### src/design/ort_defs.vh
// Constants for the second analog output configuration bank: addresses,
// reset values, field positions and field codes.
// Assumes inclusion by bare name from the design files only.
`ifndef ORT_DEFS_VH
`define ORT_DEFS_VH

// Register addresses on the control interface
`define ORT_ADDR_SRC_ROUTE   8'h6b
`define ORT_ADDR_DRIVE_BYP   8'h6c

// Reset values
`define ORT_RST_SRC_ROUTE    8'h20
`define ORT_RST_DRIVE_BYP    8'h20
`define ORT_RD_UNMAPPED      8'h00

// First register field positions
`define ORT_SRC_MSB          7
`define ORT_SRC_LSB          5
`define ORT_ROUTE_MSB        4
`define ORT_ROUTE_LSB        2
`define ORT_COMMON_MODE_LEVEL_BIT         1
`define ORT_LP_BIT           0

// Second register field positions
`define ORT_DRIVE_MSB        7
`define ORT_DRIVE_LSB        6
`define ORT_LVL_MSB          5
`define ORT_LVL_LSB          3
`define ORT_IMP_BIT          2
`define ORT_BYPCFG_BIT       1
`define ORT_BW_BIT           0

// Source select codes
`define ORT_SRC_OFF          3'h0
`define ORT_SRC_DAC          3'h1
`define ORT_SRC_BYP          3'h2
`define ORT_SRC_BOTH         3'h3
`define ORT_SRC_DAC_P_BYP_M  3'h4
`define ORT_SRC_BYP_P_DAC_M  3'h5

// Routing codes
`define ORT_RT_DIFF          3'h0
`define ORT_RT_STEREO_SE     3'h1
`define ORT_RT_MONO_P        3'h2
`define ORT_RT_MONO_M        3'h3
`define ORT_RT_PSEUDO_M_CM   3'h4
`define ORT_RT_PSEUDO_P_CM   3'h6

// Level codes and their gain in dB, two's complement
`define ORT_LVL_P24          3'h0
`define ORT_LVL_P18          3'h1
`define ORT_LVL_P12          3'h2
`define ORT_LVL_P6           3'h3
`define ORT_LVL_0            3'h4
`define ORT_LVL_M6           3'h5
`define ORT_LVL_M12          3'h6
`define ORT_DB_P24           8'h18
`define ORT_DB_P18           8'h12
`define ORT_DB_P12           8'h0c
`define ORT_DB_P6            8'h06
`define ORT_DB_0             8'h00
`define ORT_DB_M6            8'hfa
`define ORT_DB_M12           8'hf4

`endif
### src/design/ort_byte_reg.v
// One read/write configuration byte with a parameterised reset value.
// Assumes the write strobe is already decoded and synchronous to clock.
`timescale 1ns/10ps

module ort_byte_reg #(
  parameter [7:0] RESET_VALUE = 8'h00
) (
  input  wire       clock,
  input  wire       nrst,
  input  wire       wr_en,
  input  wire [7:0] wr_data,
  output reg  [7:0] q_reg
);

  // Stores every written value, reserved codes included, so reads match writes
  always @(posedge clock or negedge nrst) begin
    if (!nrst) begin
      q_reg <= RESET_VALUE;
    end else if (wr_en) begin
      q_reg <= wr_data;
    end
  end

endmodule // ort_byte_reg

### src/design/ort_config_bank.v
// Configuration bank for the second analog output channel: two bytes that
// steer source, routing, common mode, drive, gain and bypass settings.
// Assumes the control interface hands over decoded byte accesses in the
// clock domain; analog blocks sample the control outputs as levels.
`timescale 1ns/10ps
`include "ort_defs.vh"

module ort_config_bank (
  input  wire       clock,
  input  wire       nrst,
  // Byte access from the control interface
  input  wire [7:0] reg_addr,
  input  wire       reg_wr_en,
  input  wire [7:0] reg_wr_data,
  input  wire       reg_rd_en,
  output reg  [7:0] reg_rd_data_reg,
  output reg        reg_rd_valid_reg,
  output reg        reg_rd_hit_reg,
  // Raw fields
  output wire [2:0] out_two_source_select,
  output wire [2:0] out_two_routing_select,
  output wire       out_two_common_mode_select,
  output wire       out_two_low_power,
  output wire [1:0] positive_leg_drive_type,
  output wire [2:0] positive_leg_gain_level,
  output wire       negative_bypass_impedance,
  output wire       bypass_input_topology,
  output wire       dac_two_bandwidth,
  // Decoded analog controls
  output reg        driver_enable_reg,
  output reg        dac_to_positive_reg,
  output reg        dac_to_negative_reg,
  output reg        bypass_to_positive_reg,
  output reg        bypass_to_negative_reg,
  output reg        positive_pin_common_reg,
  output reg        negative_pin_common_reg,
  output reg  [7:0] positive_leg_gain_db_reg,
  output reg        source_reserved_reg,
  output reg        routing_reserved_reg,
  output reg        level_reserved_reg
);

  wire [7:0] src_route_q;
  wire [7:0] drive_byp_q;
  wire       hit_src_route;
  wire       hit_drive_byp;

  // Address decode; unmapped writes are dropped, unmapped reads give zero
  assign hit_src_route = (reg_addr == `ORT_ADDR_SRC_ROUTE);
  assign hit_drive_byp = (reg_addr == `ORT_ADDR_DRIVE_BYP);

  // First byte: source, routing, common mode, low power
  ort_byte_reg #(
    .RESET_VALUE (`ORT_RST_SRC_ROUTE)
  ) u_src_route (
    .clock   (clock),
    .nrst    (nrst),
    .wr_en   (reg_wr_en & hit_src_route),
    .wr_data (reg_wr_data),
    .q_reg   (src_route_q)
  );

  // Second byte: drive, level, impedance, bypass topology, bandwidth
  ort_byte_reg #(
    .RESET_VALUE (`ORT_RST_DRIVE_BYP)
  ) u_drive_byp (
    .clock   (clock),
    .nrst    (nrst),
    .wr_en   (reg_wr_en & hit_drive_byp),
    .wr_data (reg_wr_data),
    .q_reg   (drive_byp_q)
  );

  // Field taps straight from the stored bytes, so they follow every write
  assign out_two_source_select      = src_route_q[`ORT_SRC_MSB:`ORT_SRC_LSB];
  assign out_two_routing_select     = src_route_q[`ORT_ROUTE_MSB:`ORT_ROUTE_LSB];
  assign out_two_common_mode_select = src_route_q[`ORT_COMMON_MODE_LEVEL_BIT];
  // Stored as written; the host keeps it to the DAC, non-stereo case
  assign out_two_low_power          = src_route_q[`ORT_LP_BIT];
  assign positive_leg_drive_type    = drive_byp_q[`ORT_DRIVE_MSB:`ORT_DRIVE_LSB];
  assign positive_leg_gain_level    = drive_byp_q[`ORT_LVL_MSB:`ORT_LVL_LSB];
  assign negative_bypass_impedance  = drive_byp_q[`ORT_IMP_BIT];
  assign bypass_input_topology      = drive_byp_q[`ORT_BYPCFG_BIT];
  assign dac_two_bandwidth          = drive_byp_q[`ORT_BW_BIT];

  // Read port: data registered one cycle after the strobe
  always @(posedge clock or negedge nrst) begin
    if (!nrst) begin
      reg_rd_data_reg  <= `ORT_RD_UNMAPPED;
      reg_rd_valid_reg <= 1'b0;
      reg_rd_hit_reg   <= 1'b0;
    end else begin
      reg_rd_valid_reg <= reg_rd_en;
      if (reg_rd_en) begin
        reg_rd_hit_reg <= hit_src_route | hit_drive_byp;
        if (hit_src_route) begin
          reg_rd_data_reg <= src_route_q;
        end else if (hit_drive_byp) begin
          reg_rd_data_reg <= drive_byp_q;
        end else begin
          reg_rd_data_reg <= `ORT_RD_UNMAPPED;
        end
      end
    end
  end

  reg       src_dac_next;
  reg       src_byp_next;
  reg       src_res_next;
  reg       pos_active_next;
  reg       neg_active_next;
  reg       pos_cm_next;
  reg       neg_cm_next;
  reg       rt_res_next;
  reg [7:0] gain_db_next;
  reg       lvl_res_next;

  // Source decode; reserved codes leave the driver off rather than guess a path
  always @* begin
    src_dac_next = 1'b0;
    src_byp_next = 1'b0;
    src_res_next = 1'b0;
    case (out_two_source_select)
      `ORT_SRC_OFF:         src_res_next = 1'b0;
      `ORT_SRC_DAC:         src_dac_next = 1'b1;
      `ORT_SRC_BYP:         src_byp_next = 1'b1;
      `ORT_SRC_BOTH: begin
        src_dac_next = 1'b1;
        src_byp_next = 1'b1;
      end
      `ORT_SRC_DAC_P_BYP_M: src_res_next = 1'b0;
      `ORT_SRC_BYP_P_DAC_M: src_res_next = 1'b0;
      default:              src_res_next = 1'b1;
    endcase
  end

  // Routing decode: which pins carry signal and which sit at common mode
  always @* begin
    pos_active_next = 1'b0;
    neg_active_next = 1'b0;
    pos_cm_next     = 1'b0;
    neg_cm_next     = 1'b0;
    rt_res_next     = 1'b0;
    case (out_two_routing_select)
      `ORT_RT_DIFF, `ORT_RT_STEREO_SE: begin
        pos_active_next = 1'b1;
        neg_active_next = 1'b1;
      end
      `ORT_RT_MONO_P:      pos_active_next = 1'b1;
      `ORT_RT_MONO_M:      neg_active_next = 1'b1;
      `ORT_RT_PSEUDO_M_CM: begin
        pos_active_next = 1'b1;
        neg_cm_next     = 1'b1;
      end
      `ORT_RT_PSEUDO_P_CM: begin
        neg_active_next = 1'b1;
        pos_cm_next     = 1'b1;
      end
      default:             rt_res_next = 1'b1;
    endcase
  end

  // Gain decode; code 6 is decoded too, its use is the host's responsibility
  always @* begin
    lvl_res_next = 1'b0;
    case (positive_leg_gain_level)
      `ORT_LVL_P24: gain_db_next = `ORT_DB_P24;
      `ORT_LVL_P18: gain_db_next = `ORT_DB_P18;
      `ORT_LVL_P12: gain_db_next = `ORT_DB_P12;
      `ORT_LVL_P6:  gain_db_next = `ORT_DB_P6;
      `ORT_LVL_0:   gain_db_next = `ORT_DB_0;
      `ORT_LVL_M6:  gain_db_next = `ORT_DB_M6;
      `ORT_LVL_M12: gain_db_next = `ORT_DB_M12;
      default: begin
        gain_db_next = `ORT_DB_0;
        lvl_res_next = 1'b1;
      end
    endcase
  end

  wire src_dual_p = (out_two_source_select == `ORT_SRC_DAC_P_BYP_M);
  wire src_dual_m = (out_two_source_select == `ORT_SRC_BYP_P_DAC_M);
  // Dual-path codes override the routing field, which the host leaves alone then
  wire shared_src = src_dac_next | src_byp_next;

  // Registered analog controls; they trail the stored fields by one clock
  always @(posedge clock or negedge nrst) begin
    if (!nrst) begin
      driver_enable_reg        <= 1'b0;
      dac_to_positive_reg      <= 1'b0;
      dac_to_negative_reg      <= 1'b0;
      bypass_to_positive_reg   <= 1'b0;
      bypass_to_negative_reg   <= 1'b0;
      positive_pin_common_reg  <= 1'b0;
      negative_pin_common_reg  <= 1'b0;
      positive_leg_gain_db_reg <= `ORT_DB_0;
      source_reserved_reg      <= 1'b0;
      routing_reserved_reg     <= 1'b0;
      level_reserved_reg       <= 1'b0;
    end else begin
      driver_enable_reg        <= shared_src | src_dual_p | src_dual_m;
      dac_to_positive_reg      <= (src_dac_next & pos_active_next) | src_dual_p;
      dac_to_negative_reg      <= (src_dac_next & neg_active_next) | src_dual_m;
      bypass_to_positive_reg   <= (src_byp_next & pos_active_next) | src_dual_m;
      bypass_to_negative_reg   <= (src_byp_next & neg_active_next) | src_dual_p;
      positive_pin_common_reg  <= shared_src & pos_cm_next;
      negative_pin_common_reg  <= shared_src & neg_cm_next;
      positive_leg_gain_db_reg <= gain_db_next;
      source_reserved_reg      <= src_res_next;
      routing_reserved_reg     <= rt_res_next;
      level_reserved_reg       <= lvl_res_next;
    end
  end

endmodule // ort_config_bank

### config.mk
export PLATFORM = sky130hd
export DESIGN_NAME = ort_config_bank
export DESIGN_NICKNAME = d
export VERILOG_FILES = /design/src/design/ort_byte_reg.v /design/src/design/ort_config_bank.v
export VERILOG_INCLUDE_DIRS = /design/src /design/src/design
export SDC_FILE = /design/constraint.sdc
export NUM_CORES = 1
export LEC_CHECK = 0
export BUFFER_PORTS_ARGS = -buffer_cell sky130_fd_sc_hd__buf_2
export CAP_MARGIN = 20
export CORE_MARGIN = 1.5
export CORE_UTILIZATION = 51
export CTS_CLUSTER_DIAMETER = 40
export DETAILED_ROUTE_END_ITERATION = 8
export PLACE_DENSITY_LB_ADDON = 0.3
export SLEW_MARGIN = 20
export SYNTH_ARGS = -nofsm -noshare
export SYNTH_HDL_FRONTEND = slang
export SYNTH_SLANG_ARGS = --single-unit
### constraint.sdc
create_clock -name clock -period 2 [get_ports clock]
set_clock_uncertainty 0.15 [all_clocks]
set_input_delay 0.5 -clock clock [delete_from_list [all_inputs] [get_ports clock]]
set_output_delay 0.5 -clock clock [all_outputs]
set_load 0.01 [all_outputs]
==> parameters.txt <==
Parameter                              Value

Status
  Outcome    finished clean

Worst setup path
  Cells along the critical path    buf_2
  WS Path Type    reg -> out
  Master of the slowest instance on the critical path    dfstp_2
  Family of cells with the greatest summed delay on the critical path    flip-flops
  Worst path buffer plus inverter count    1
  Largest stage delay on the critical path    between 0.6 and 0.7 ns
  Critical path arrival    approximately 1.1 ns
  Worst Setup End Kind    output pin
  Crit path required time    1.35 ns
  Launching element type of the critical path    flop
  Maximum fanout along the worst path    10

Yosys
  Leading cell types by count after synthesis    dfrtp_1 (39), mux2_2 (15), inv_1 (10)
  Number of instances in the synthesized netlist    roughly 140
  Portion of synthesized cell area occupied by the leading cell type    a little under three fifths
  Per-instance average area after synthesis    between 10 and 15 sq um
  Syn Std Cell Area    roughly 1700 sq um
  #FFs+latches synth    41
  Most used standard cell by instance count after synthesis    dfrtp_1
  Cell type contributing the most total cell area after synthesis    dfrtp_1
  Distinct cell type count of the synthesized netlist    30
  Sequential fraction of the synthesis area    between 60% and 70%
  Number of synthesis warnings    0
  Largest cells by area after synthesis    dfrtp_1 (57%), mux2_2 (9.9%), a22oi_1 (3.5%), o22ai_1 (3.3%), dfstp_2 (3.1%)
  Primary FF master, synth    dfrtp_1
  Synthesized netlist net count    155
  Count of flip-flops with a built-in enable after synthesis    0
  Fraction of registers with async set/reset    100%

Route
  Via count of the routed design    roughly 1300
  Detailed router's first-iteration violation count    68
  Initial DRT Pass Iterations    4
  Average wire per cell in the routed design    about 14 um
  Via/cell ratio    just over 5
  Drc violations    0
  ANT nets after route    0
  Wire length after detailed routing    3480 um

Floorplanning
  Area of the die    approximately 3700 sq um
  Die height    roughly 60 um
  Die Span X    between 60 and 70 um
  Site row count    20
  Area of the placeable core    slightly above 3000 sq um
  Top-level port count    64
  Initial core utilization    between 50% and 60%

Pwr
  Leakage    about 1.1 nW
  Register share of total power    approximately 62%
  Worst supply voltage drop on vdd    ~0.52 mV
  Part of the power in the clock network    roughly 28%
  Cell-internal power    roughly 1.1 mW
  Ratio of total power to cell area    between 600 and 700 nW/um^2
  Overall power after layout    approximately 1.4 mW
  Switch Pwr    between 0.3 and 0.4 mW
  Portion of total power attributed to combinational logic    around a tenth
  Sw Share    between 20% and 30%

CTS
  Total setup buffers inserted after CTS    0
  Total CTS buffers    5
  Num Clock Sinks    41
  Number of H-tree levels    2
  Cts-stage hold buffer count    0
  Number of instances resized during post-cts repair    0
  Worst-path clk slew    about 0.12 ns
  Bufs on Longest Clock Path    2
  Clock insertion delay at the later pin of the skew report    between 0.3 and 0.4 ns
  TritonCTS clock tree    done
  Root Buffer Master    clkbuf_4

Timing
  Highest clock rate    562 MHz
  Final Cycle Share    between 80% and 90%
  Worst slew margin relative to its limit    53.7%
  Min Tclk post-route    about 1.8 ns
  Final setup vio count    0
  Setup TNS    0 ns
  RSZ-0062 raised after global routing    no
  Worst-margin pin slew    between 0.6 and 0.7 ns
  Number of hold violations in the final report    0
  Final setup slack of the worst path    approximately 0.22 ns
  Final-report max-slew violation count    0

GRT
  Global-route wire length before repair    5680 um
  Antenna violations before repair    0
  Total grt overflow    0
  Global routing met3 resource utilization    ~5.3%
  Largest net degree at the start of global routing    42
  Met2 routing resource usage after global routing    about a third
  Peak-usage layer in the global routing report    met2
  Overall track demand over capacity in global routing    between 20% and 30%
  Met1 Track Usage GR    roughly 28%
  Vias in the first global route    between 1000 and 1500

Layout
  Fraction of final layout cells sized beyond drive strength 1    46.8%
  Number of antenna diodes    0
  P&R area growth vs syn    24.4%
  Fin nets    between 200 and 250

Placed design
  Gpl congestion    between 0.7 and 0.8
  Worst slack after detailed placement    just over 0.04 ns
  Detail Placement HPWL    between 2000 and 2500 um
  Count of port buffers added during placement    62

Min path
  Kind of path behind the tightest hold check    in -> async

Flow run
  Total of max-cap violations    0
==> per-layer routing <==
layer / share of wire, % / vias to the layer above
met5: 0 / -
li1: - / 593
met3: 4.9 / 4
met2: 51 / 42
met1: 43 / 628
met4: 0.98 / 0
==> metrics by stage <==
step | util, % | std cells | cell area [sq um] | hold slack, ns
global placement | 66.5 | 237 | 2060 | 0.348
detailed placement | 66.5 | 237 | 2060 | 0.364
CTS | 68.1 | 245 | 2110 | 0.0523
finish | 68.1 | 245 | 2110 | 0.0359
floorplan | - | 135 | 1700 | 0.0544
global route | 68.1 | 245 | 2110 | 0.0928
==> layout make-up <==
type / instances / area [sq um]
sequential: 41 / 1030
fill: 253 / 990
multi-input combinational: 76 / 592
timing repair buffer: 65 / 345
tap: 44 / 55.1
clock buffer: 6 / 41.3
inverter: 11 / 41.3
clock inverter: 2 / 10.0
==> path summary, 6_finish.rpt <==
path                                                   end  slack [ns]  cells after the start            startpoint
max in group asynchronous             u_src_route.q_reg[5]        1.29                      2                  nrst
worst max-delay path            positive_leg_gain_level[2]        0.22                      1  u_drive_byp.q_reg[5]
worst min-delay path                        reg_rd_hit_reg        0.04                      2                  nrst
min in group clock                        reg_rd_valid_reg        0.22                      1             reg_rd_en
worst min register to register        u_drive_byp.q_reg[6]        0.39                      1  u_drive_byp.q_reg[6]
worst max register to register      bypass_to_positive_reg        0.63                      4  u_src_route.q_reg[4]
==> cell usage in the layout (no fill, tap or decap) <==
cell	n
nor3_4	1
clkinv_2	2
xnor2_1	2
nor2_1	6
inv_1	10
mux2_2	15
nand2_1	8
and3_1	2
nor2b_1	2
inv_2	1
dfstp_2	2
clkbuf_1	1
and2b_1	2
maj3_1	1
a22oi_1	8
mux2_1	1
o21ai_0	3
dfrtp_1	39
o22ai_1	9
a21boi_0	3
nand4_1	1
and2_1	3
nor3_1	2
nor3b_4	1
clkbuf_4	5
buf_2	62
nor2_8	1
nand4_4	1
xor2_1	1
nand2b_1	1
nand3b_1	1
buf_12	1
conb_1	1
buf_4	2
==> power groups by stage <==
stage	sequential [mW]	combinational, mW	clock, mW
2_1_floorplan	0.912	0.0592	0
3_3_place_gp	0.903	0.146	0
3_5_place_dp	0.905	0.150	0
4_1_cts	0.889	0.151	0.399
5_1_grt	0.895	0.167	0.434
6_report	0.889	0.148	0.394
==> logic make-up after synthesis <==
| family | synth area share, % |
|---|---|
| buffers and inverters | 4.64 |
| XOR/XNOR | 1.55 |
| AND/OR/NAND/NOR | 12.8 |
| multiplexers | 10.6 |
| adder cells (fa/ha/maj) | 0.589 |
| AO/OA/AOI/OAI | 9.06 |
| other | 0.221 |
| flip-flops | 60.5 |
Power figures use the tool's default switching activity.
